<file path="src/rtl/tcc_defines.svh">
// constants for the timer capture/compare channel controller
// assumes: included by bare name into the design module, the checker and the bench
`ifndef TCC_DEFINES_SVH
`define TCC_DEFINES_SVH

// ****************************************
// apb byte offsets
// ****************************************
`define TCC_OFF_CTRL 8'h00
`define TCC_OFF_VALUE 8'h04
`define TCC_OFF_LATCH 8'h08
`define TCC_OFF_VECTOR 8'h0c
`define TCC_OFF_OVF 8'h10
`define TCC_OFF_EVT_STATUS 8'h14
`define TCC_OFF_EVT_MASK 8'h18

// ****************************************
// channel control field positions
// ****************************************
`define TCC_POS_FLAG 0
`define TCC_POS_COV 1
`define TCC_POS_OUT 2
`define TCC_POS_INPUT_LEVEL 3
`define TCC_POS_IRQ_EN 4
`define TCC_POS_SNAPSHOT 8

// overflow control register bits
`define TCC_POS_OVF_FLAG 0
`define TCC_POS_OVF_EN 1

// event status / mask bits
`define TCC_EVT_CHANNEL 0
`define TCC_EVT_COV 1
`define TCC_EVT_OVF 2

// ****************************************
// reset values and vector codes
// ****************************************
`define TCC_RST_CTRL 16'h0000
`define TCC_RST_WORD 16'h0000
`define TCC_VEC_NONE 16'h0000
`define TCC_VEC_CH1 16'h0002
`define TCC_VEC_OVF 16'h000e

`endif

</file>
<file path="src/rtl/tcc_pkg.sv">
// types shared by the capture/compare channel controller
// assumes: tcc_defines.svh on the include path
package tcc_pkg;

  // output behaviour on channel equal / period events
  typedef enum logic [2:0] {
    TCC_OUT_BIT = 3'h0,
    TCC_OUT_SET = 3'h1,
    TCC_OUT_TOGGLE_RESET = 3'h2,
    TCC_OUT_SET_RESET = 3'h3,
    TCC_OUT_TOGGLE = 3'h4,
    TCC_OUT_RESET = 3'h5,
    TCC_OUT_TOGGLE_SET = 3'h6,
    TCC_OUT_RESET_SET = 3'h7
  } tcc_out_mode_type;

  // compare latch load moments
  typedef enum logic [1:0] {
    TCC_LOAD_WRITE = 2'h0,
    TCC_LOAD_ZERO = 2'h1,
    TCC_LOAD_ZERO_PERIOD = 2'h2,
    TCC_LOAD_LATCH = 2'h3
  } tcc_load_type;

  // channel control register image
  typedef struct packed {
    logic [1:0] capture_edge_select;
    logic [1:0] capture_input_select;
    logic sync_capture;
    tcc_load_type latch_load_select;
    logic snapshot_mode_select;
    tcc_out_mode_type output_mode_select;
    logic channel_irq_enable;
    logic channel_input_level;
    logic out_bit;
    logic capture_overflow;
    logic channel_irq_flag;
  } tcc_ctrl_type;

  // events from the timer counter, same clock
  typedef struct packed {
    logic count_step;
    logic count_zero;
    logic period_match;
    logic updown_mode;
    logic counter_overflow;
  } tcc_counter_evt_type;

endpackage

</file>
<file path="src/rtl/tcc_channel_ctrl.sv">
// capture/compare channel control, compare latch and interrupt vector, apb slave
// assumes: counter events arrive on pclk, capture inputs are asynchronous pins
//
// Chosen here: the APB interface to the registers and the placing of the registers.
`timescale 1ns/1ps
`include "tcc_defines.svh"

module tcc_channel_ctrl (
  input wire logic pclk,
  input wire logic presetn,
  input wire logic psel,
  input wire logic penable,
  input wire logic pwrite,
  input wire logic [7:0] paddr,
  input wire logic [31:0] pwdata,
  output logic [31:0] prdata,
  output logic pready,
  output logic pslverr,
  input wire logic [15:0] timer_count,
  input wire tcc_pkg::tcc_counter_evt_type counter_evt,
  input wire logic [4:0] other_channel_pending,
  input wire logic [3:0] capture_pin,
  output logic channel_out,
  output logic channel_equal_signal,
  output logic channel_irq,
  output logic overflow_irq,
  output logic irq
);

  // ****************************************
  // state
  // ****************************************
  tcc_pkg::tcc_ctrl_type ctrl;
  logic [15:0] channel_value_register;
  logic [15:0] compare_latch;
  logic counter_overflow_flag;
  logic overflow_irq_enable;
  logic [2:0] evt_status;
  logic [2:0] evt_mask;
  logic capture_unread;
  logic capture_wait;
  logic [3:0] pin_meta;
  logic [3:0] pin_sync;
  logic [3:0] pin_prev;
  logic rd_err;

  // ****************************************
  // bus decode
  // ****************************************
  logic setup_phase;
  logic wr_access;
  logic wr_ctrl;
  logic wr_value;
  logic wr_ovf;
  logic wr_status;
  logic wr_mask;
  logic mapped;

  assign setup_phase = psel && !penable;
  assign wr_access = psel && penable && pwrite;
  assign wr_ctrl = wr_access && paddr == `TCC_OFF_CTRL;
  assign wr_value = wr_access && paddr == `TCC_OFF_VALUE;
  assign wr_ovf = wr_access && paddr == `TCC_OFF_OVF;
  assign wr_status = wr_access && paddr == `TCC_OFF_EVT_STATUS;
  assign wr_mask = wr_access && paddr == `TCC_OFF_EVT_MASK;
  assign mapped = paddr == `TCC_OFF_CTRL || paddr == `TCC_OFF_VALUE ||
    paddr == `TCC_OFF_LATCH || paddr == `TCC_OFF_VECTOR || paddr == `TCC_OFF_OVF ||
    paddr == `TCC_OFF_EVT_STATUS || paddr == `TCC_OFF_EVT_MASK;

  // read data settles in setup, so every access ends in one access cycle
  assign pready = psel && penable;
  assign pslverr = psel && penable && rd_err;

  // ****************************************
  // capture input path
  // ****************************************
  // every pin passes two flops; the async mode still loses these two cycles
  always_ff @(posedge pclk or negedge presetn) begin
    if (!presetn) begin
      pin_meta <= 4'h0;
      pin_sync <= 4'h0;
      pin_prev <= 4'h0;
    end else begin
      pin_meta <= capture_pin;
      pin_sync <= pin_meta;
      pin_prev <= pin_sync;
    end
  end

  logic sel_now;
  logic sel_prev;
  logic edge_seen;
  logic capture_evt;

  assign sel_now = pin_sync[ctrl.capture_input_select];
  assign sel_prev = pin_prev[ctrl.capture_input_select];

  // edge qualification by capture_edge_select
  always_comb begin
    case (ctrl.capture_edge_select)
      2'h1: edge_seen = sel_now && !sel_prev;
      2'h2: edge_seen = !sel_now && sel_prev;
      2'h3: edge_seen = sel_now != sel_prev;
      default: edge_seen = 1'b0;
    endcase
  end

  // synchronous capture waits for the next timer count step
  assign capture_evt = ctrl.snapshot_mode_select && (ctrl.sync_capture ?
    (capture_wait || edge_seen) && counter_evt.count_step : edge_seen);

  always_ff @(posedge pclk or negedge presetn) begin
    if (!presetn) begin
      capture_wait <= 1'b0;
    end else if (!ctrl.sync_capture || !ctrl.snapshot_mode_select) begin
      capture_wait <= 1'b0;
    end else if (counter_evt.count_step) begin
      capture_wait <= 1'b0;
    end else if (edge_seen) begin
      capture_wait <= 1'b1;
    end
  end

  // ****************************************
  // compare and latch load
  // ****************************************
  logic equal_evt;
  logic period_evt;
  logic load_evt;

  assign channel_equal_signal = timer_count == compare_latch;
  assign equal_evt = counter_evt.count_step && channel_equal_signal &&
    !ctrl.snapshot_mode_select;
  assign period_evt = counter_evt.period_match;

  always_comb begin
    case (ctrl.latch_load_select)
      tcc_pkg::TCC_LOAD_WRITE: load_evt = 1'b0;
      tcc_pkg::TCC_LOAD_ZERO: load_evt = counter_evt.count_zero;
      tcc_pkg::TCC_LOAD_ZERO_PERIOD: load_evt = counter_evt.count_zero ||
        (counter_evt.updown_mode && counter_evt.period_match);
      tcc_pkg::TCC_LOAD_LATCH: load_evt = equal_evt;
      default: load_evt = 1'b0;
    endcase
  end

  // write-moment load copies the bus data straight into the latch
  always_ff @(posedge pclk or negedge presetn) begin
    if (!presetn) begin
      compare_latch <= `TCC_RST_WORD;
    end else if (wr_value && !ctrl.snapshot_mode_select &&
                 ctrl.latch_load_select == tcc_pkg::TCC_LOAD_WRITE) begin
      compare_latch <= pwdata[15:0];
    end else if (load_evt) begin
      compare_latch <= channel_value_register;
    end
  end

  // capture has priority over a software write in the same cycle
  always_ff @(posedge pclk or negedge presetn) begin
    if (!presetn) begin
      channel_value_register <= `TCC_RST_WORD;
    end else if (capture_evt) begin
      channel_value_register <= timer_count;
    end else if (wr_value) begin
      channel_value_register <= pwdata[15:0];
    end
  end

  // unread capture marks when a second capture is an overflow
  always_ff @(posedge pclk or negedge presetn) begin
    if (!presetn) begin
      capture_unread <= 1'b0;
    end else if (capture_evt) begin
      capture_unread <= 1'b1;
    end else if (setup_phase && !pwrite && paddr == `TCC_OFF_VALUE) begin
      capture_unread <= 1'b0; // clears with the data latch, so no capture slips between
    end
  end

  // ****************************************
  // channel control register
  // ****************************************
  logic cov_evt;
  logic flag_evt;
  logic next_out;

  assign cov_evt = capture_evt && capture_unread;
  assign flag_evt = capture_evt || equal_evt;

  // one process owns the whole control image; hardware sets beat software writes
  always_ff @(posedge pclk or negedge presetn) begin
    if (!presetn) begin
      ctrl <= tcc_pkg::tcc_ctrl_type'(`TCC_RST_CTRL);
    end else begin
      if (wr_ctrl) begin
        ctrl.capture_edge_select <= pwdata[15:14];
        ctrl.capture_input_select <= pwdata[13:12];
        ctrl.sync_capture <= pwdata[11];
        ctrl.latch_load_select <= tcc_pkg::tcc_load_type'(pwdata[10:9]);
        ctrl.snapshot_mode_select <= pwdata[`TCC_POS_SNAPSHOT];
        ctrl.output_mode_select <= tcc_pkg::tcc_out_mode_type'(pwdata[7:5]);
        ctrl.channel_irq_enable <= pwdata[`TCC_POS_IRQ_EN];
      end
      ctrl.channel_input_level <= sel_now; // bus writes never reach it
      ctrl.out_bit <= next_out;
      if (flag_evt) begin
        ctrl.channel_irq_flag <= 1'b1;
      end else if (wr_ctrl) begin
        ctrl.channel_irq_flag <= pwdata[`TCC_POS_FLAG];
      end
      if (cov_evt) begin
        ctrl.capture_overflow <= 1'b1;
      end else if (wr_ctrl && !pwdata[`TCC_POS_COV]) begin
        ctrl.capture_overflow <= 1'b0;
      end
    end
  end

  // ****************************************
  // output unit
  // ****************************************
  // equal events outrank period events, which outrank a software write
  always_comb begin
    next_out = wr_ctrl ? pwdata[`TCC_POS_OUT] : ctrl.out_bit;
    if (period_evt) begin
      case (ctrl.output_mode_select)
        tcc_pkg::TCC_OUT_TOGGLE_RESET, tcc_pkg::TCC_OUT_SET_RESET: next_out = 1'b0;
        tcc_pkg::TCC_OUT_TOGGLE_SET, tcc_pkg::TCC_OUT_RESET_SET: next_out = 1'b1;
        default: begin
        end
      endcase
    end
    if (equal_evt) begin
      case (ctrl.output_mode_select)
        tcc_pkg::TCC_OUT_SET, tcc_pkg::TCC_OUT_SET_RESET: next_out = 1'b1;
        tcc_pkg::TCC_OUT_RESET, tcc_pkg::TCC_OUT_RESET_SET: next_out = 1'b0;
        tcc_pkg::TCC_OUT_TOGGLE, tcc_pkg::TCC_OUT_TOGGLE_RESET,
        tcc_pkg::TCC_OUT_TOGGLE_SET: next_out = !ctrl.out_bit;
        default: begin
        end
      endcase
    end
  end

  assign channel_out = ctrl.out_bit;

  // ****************************************
  // counter overflow and interrupts
  // ****************************************
  always_ff @(posedge pclk or negedge presetn) begin
    if (!presetn) begin
      counter_overflow_flag <= 1'b0;
      overflow_irq_enable <= 1'b0;
    end else begin
      if (counter_evt.counter_overflow) begin
        counter_overflow_flag <= 1'b1;
      end else if (wr_ovf) begin
        counter_overflow_flag <= pwdata[`TCC_POS_OVF_FLAG];
      end
      if (wr_ovf) begin
        overflow_irq_enable <= pwdata[`TCC_POS_OVF_EN];
      end
    end
  end

  assign channel_irq = ctrl.channel_irq_enable && ctrl.channel_irq_flag;
  assign overflow_irq = overflow_irq_enable && counter_overflow_flag;

  // sticky event status, write one to clear, set wins
  logic [2:0] evt_now;
  assign evt_now = {counter_evt.counter_overflow, cov_evt, flag_evt};

  always_ff @(posedge pclk or negedge presetn) begin
    if (!presetn) begin
      evt_status <= 3'h0;
      evt_mask <= 3'h0;
    end else begin
      evt_status <= evt_now | (evt_status & ~(wr_status ? pwdata[2:0] : 3'h0));
      if (wr_mask) begin
        evt_mask <= pwdata[2:0];
      end
    end
  end

  assign irq = |(evt_status & evt_mask);

  // ****************************************
  // interrupt vector
  // ****************************************
  logic [5:0] pending;
  logic [15:0] vector_value;

  assign pending = {other_channel_pending, channel_irq};

  // lowest channel index has the highest priority, overflow last
  always_comb begin
    vector_value = `TCC_VEC_NONE;
    if (overflow_irq) begin
      vector_value = `TCC_VEC_OVF;
    end
    for (int i = 5; i >= 0; i--) begin
      if (pending[i]) begin
        vector_value = `TCC_VEC_CH1 + 16'(2 * i);
      end
    end
  end

  // ****************************************
  // read data
  // ****************************************
  always_ff @(posedge pclk or negedge presetn) begin
    if (!presetn) begin
      prdata <= 32'h0000_0000;
      rd_err <= 1'b0;
    end else if (setup_phase) begin
      rd_err <= !mapped;
      case (paddr)
        `TCC_OFF_CTRL: prdata <= {16'h0000, ctrl};
        `TCC_OFF_VALUE: prdata <= {16'h0000, channel_value_register};
        `TCC_OFF_LATCH: prdata <= {16'h0000, compare_latch};
        `TCC_OFF_VECTOR: prdata <= {16'h0000, vector_value};
        `TCC_OFF_OVF: prdata <= {30'h0, overflow_irq_enable, counter_overflow_flag};
        `TCC_OFF_EVT_STATUS: prdata <= {29'h0, evt_status};
        `TCC_OFF_EVT_MASK: prdata <= {29'h0, evt_mask};
        default: prdata <= 32'h0000_0000;
      endcase
    end
  end

endmodule

</file>
<file path="config.mk">
export PLATFORM = sky130hd
export DESIGN_NAME = tcc_channel_ctrl
export DESIGN_NICKNAME = d
export VERILOG_FILES = /design/src/rtl/tcc_pkg.sv /design/src/rtl/tcc_channel_ctrl.sv
export VERILOG_INCLUDE_DIRS = /design/src /design/src/rtl
export SDC_FILE = /design/constraint.sdc
export NUM_CORES = 1
export LEC_CHECK = 0
export BUFFER_PORTS_ARGS = -buffer_cell sky130_fd_sc_hd__buf_2
export CAP_MARGIN = 40
export CORE_ASPECT_RATIO = 0.9
export CORE_MARGIN = 4
export CORE_UTILIZATION = 58
export CTS_CLUSTER_SIZE = 20
export DETAILED_ROUTE_END_ITERATION = 12
export PLACE_DENSITY = 0.91
export RECOVER_POWER = 25
export SYNTH_ARGS = -nofsm -noshare
export SYNTH_HDL_FRONTEND = slang
export SYNTH_SLANG_ARGS = --single-unit
export TNS_END_PERCENT = 20
</file>
<file path="constraint.sdc">
create_clock -name pclk -period 4.35 [get_ports pclk]
set_input_delay 0 -clock pclk [delete_from_list [all_inputs] [get_ports pclk]]
set_output_delay 0 -clock pclk [all_outputs]
set_load 0.02 [all_outputs]
</file>
==> impl_metrics.toml <==
[cells_and_area]
drive_above_1_share_pct = 28.2
nets = 615
area_growth_pct = 25.0
final_cell_mix = "dfrtp_1 (87), buf_2 (79), dlygate4sd3_1 (54), nand2_1 (48), o21ai_1 (32)"
fill_cells = 478
final_core_util_pct = 75.4
postLayoutCellArea_um2 = 5740
layout_commonest_cell = "dfrtp_1"
diodes = 0

[sta]
setup_tns_ns = 0
worst_pin_slew_ns = 1.76
fin_skew_ns = 0.0123
setup_viol = 0
final_hold_viol_count = 0
slew-limit-headroom_pct = -17.6
timing.final.crit_period_ns = 3.44
finalCritPeriodShare_pct = 79.0
drv_slew = 34
rsz0062_at_grt = "no"
fmax_ghz = 0.291

[yosys]
yosysTopAreaCell = "dfrtp_1"
ys.warnings.count = 0
synthMuxAreaShare_pct = 17.9
yosysSeqAreaShare_pct = 47.4
synth_edf_count = 0
async_reset_ff_share_pct = 100
synth_top_family_by_area = "multiplexers"
synthAdderAreaFrac_pct = 0.545
synth-simple-area-share_pct = 13.1
synth_compound_area_share_pct = 12.8
syn-cell-area_um2 = 4600
synth.avg_cell_area_um2 = 11.3
synthFlopType = "dfrtp_1"
synthXorXnorAreaFrac_pct = 3.05
synth_area_leaders = "dfrtp_1 (47%), mux2_2 (6.9%), mux2i_1 (4.4%)"
yosysTopAreaCellShare_pct = 47.4
syn-instance-count = 406
ys_ff_latch = 87
yosysUniqueCellTypes = 55

[worst_setup_path]
crit_chain = "mux4_2 -> inv_1 -> ha_1 -> nor2b_1 -> o21ai_1 -> a31oi_2 -> buf_4 -> nand2_1 -> o21ai_1 -> dlygate4sd3_1"
crit_type = "flip-flop to flip-flop"
arrival_ns = 3.75
cp-start-kind = "flip-flop"
cp-end-kind = "flip-flop"
r2r_cells = 10
worst-path-max-fanout = 24
crit_top_cell = "o21ai_1"
critPathRequiredTime_ns = 4.66
cpPeakStageDelay_ns = 0.59
slowest_stage = "a31oi_2"

[clocking]
clock-sinks = 87
h-tree-depth = 3
clk_path_buf_depth = 2
clkTransAtPathRegs_ns = 0.10
numCtsBuffers = 9
cts_setup_buffers = 0
cts_root_buf = "clkbuf_8"
cts_tree = "done"
insertion_delay_ns = 0.37

[status]
outcome = "complete, but fails checks"
violations = "capacitance limit, slew limit"

[floorplan]
start_util_pct = 60.3
die_w_um = 102
ios = 114
coreArea_um2 = 7620
rows = 30
die-area_um2 = 9410
fp.dieH_um = 92.4

[routing]
vias = 4009
routed_wirelength_mm = 13.3
ant_nets = 0
vias_per_cell = 6.27
wl_per_cell_um = 20.9
drc = 0
drt_iter0_markers = 430
firstDrtPassIters = 8

[grt]
grt_pass1_vias = 4073
antenna_found_initial = 0
grt_overflow = 0
grt_max_degree = 56
grt_pass1_wl_mm = 21.1
track_usage_pct = 29.3

[pwr]
p_per_area_nw_per_um2 = 274
leakagePower_nw = 2.94
vdd_ir_drop_max_v = 0.000170

[place]
gp_congestion = 0.899
dp_hpwl_mm = 8.29
port-buffer-count = 81
place_area_um2 = 5040

[job]
max-cap-violations = 1

[min_path]
min_path_type = "primary input to flip-flop"
min_delay_path_depth = 3
## synth_stat cells, drive strengths merged, types with 4 or more instances
cell and number:
nor4 5, nor3 8, a21o 4, nor2 4, nor2b 4, clkbuf 9, nand2 49, nand4 6
a222oi 4, nand3 4, xnor2 16, inv 6, o21ai 35, mux2i 20, buf 24, a22o 13
dfrtp 87, mux2 48, and2 7, a21oi 17
## registers in the layout, indices dropped and copies added, names as in the netlist, 4 cells and up
signal	flops
prdata	16
compare_latch	16
channel_value_register	16
pin_sync	4
ctrl	15
pin_meta	4
pin_prev	4
## repair_timing
item	4_1_cts	5_1_grt
endpoints found under the hold margin	131	0
resized for setup	0	0
hold buffers	54	0
## per-stage QoR
stage / setup slack, ns / hold slack (ns) / std cells / total power, mW
finish: 0.912 / 0.0472 / 639 / 1.57
global route: 0.683 / 0.0483 / 639 / 1.62
CTS: 1.07 / 0.0267 / 639 / 1.57
detailed placement: 1.61 / -0.0250 / 569 / 0.973
global placement: 1.69 / 0.108 / 566 / 0.963
floorplan: 1.98 / -0.296 / 421 / 0.910
## final cells by class
cell class                 count  area, um2  share of cell area (%)
inverter                       6       22.5                   0.392
tap                           96        120                    2.09
timing repair buffer         139        986                    17.2
multi-input combinational    295       2240                    39.1
sequential                    87       2180                    37.9
clock inverter                 7       71.3                    1.24
clock buffer                   9        124                    2.16
## per-layer routing
metal  up-vias  share of wire, %  wire length, um  GRT usage, %
li1       1711                 -                -             -
met1      1942                39             5160          38.4
met2       295                47             6260          47.2
met3        61                11             1430          6.63
met4         0               3.7              490          11.4
met5         -                 0                0             0
## worst max-delay path: cells and delay by family (launching register included)
kind                       cells  cell delay [ns]
AOI/OAI and AO/OA              3             0.83
adders and majority gates      1             0.23
buffers and inverters          3             1.04
DFF                            1             0.44
muxes                          1             0.57
and+or+nand+nor                2             0.27
## path summary, 6_finish.rpt
kind	start	end	slack [ns]
setup / recovery	ctrl[12]$_DFFE_PN0P_	channel_value_register[3]$_DFFE_PN0P_	0.91
hold / removal	pwdata[3]	compare_latch[3]$_DFFE_PN0P_	0.05
setup reg to reg	ctrl[12]$_DFFE_PN0P_	channel_value_register[3]$_DFFE_PN0P_	0.91
hold reg to reg	pin_meta[3]$_DFF_PN0_	pin_sync[3]$_DFF_PN0_	0.36
max in group asynchronous	presetn	prdata[5]$_DFFE_PN0P_	1.60
min in group asynchronous	presetn	pin_meta[0]$_DFF_PN0_	0.62
## where the power goes
| group | internal [mW] | switching [mW] | leakage [nW] |
|---|---|---|---|
| combinational | 0.0711 | 0.0898 | 1.67 |
| clock | 0.268 | 0.313 | 0.104 |
| sequential | 0.820 | 0.00956 | 1.17 |
## kinds of logic after synthesis
group / Yosys count
xor+xnor: 16
simple gates: 102
other cells: 1
mux: 70
buf+inv: 39
flops: 87
fa+ha+maj: 2
compound gates: 89
(Power assumes the default switching activity.)
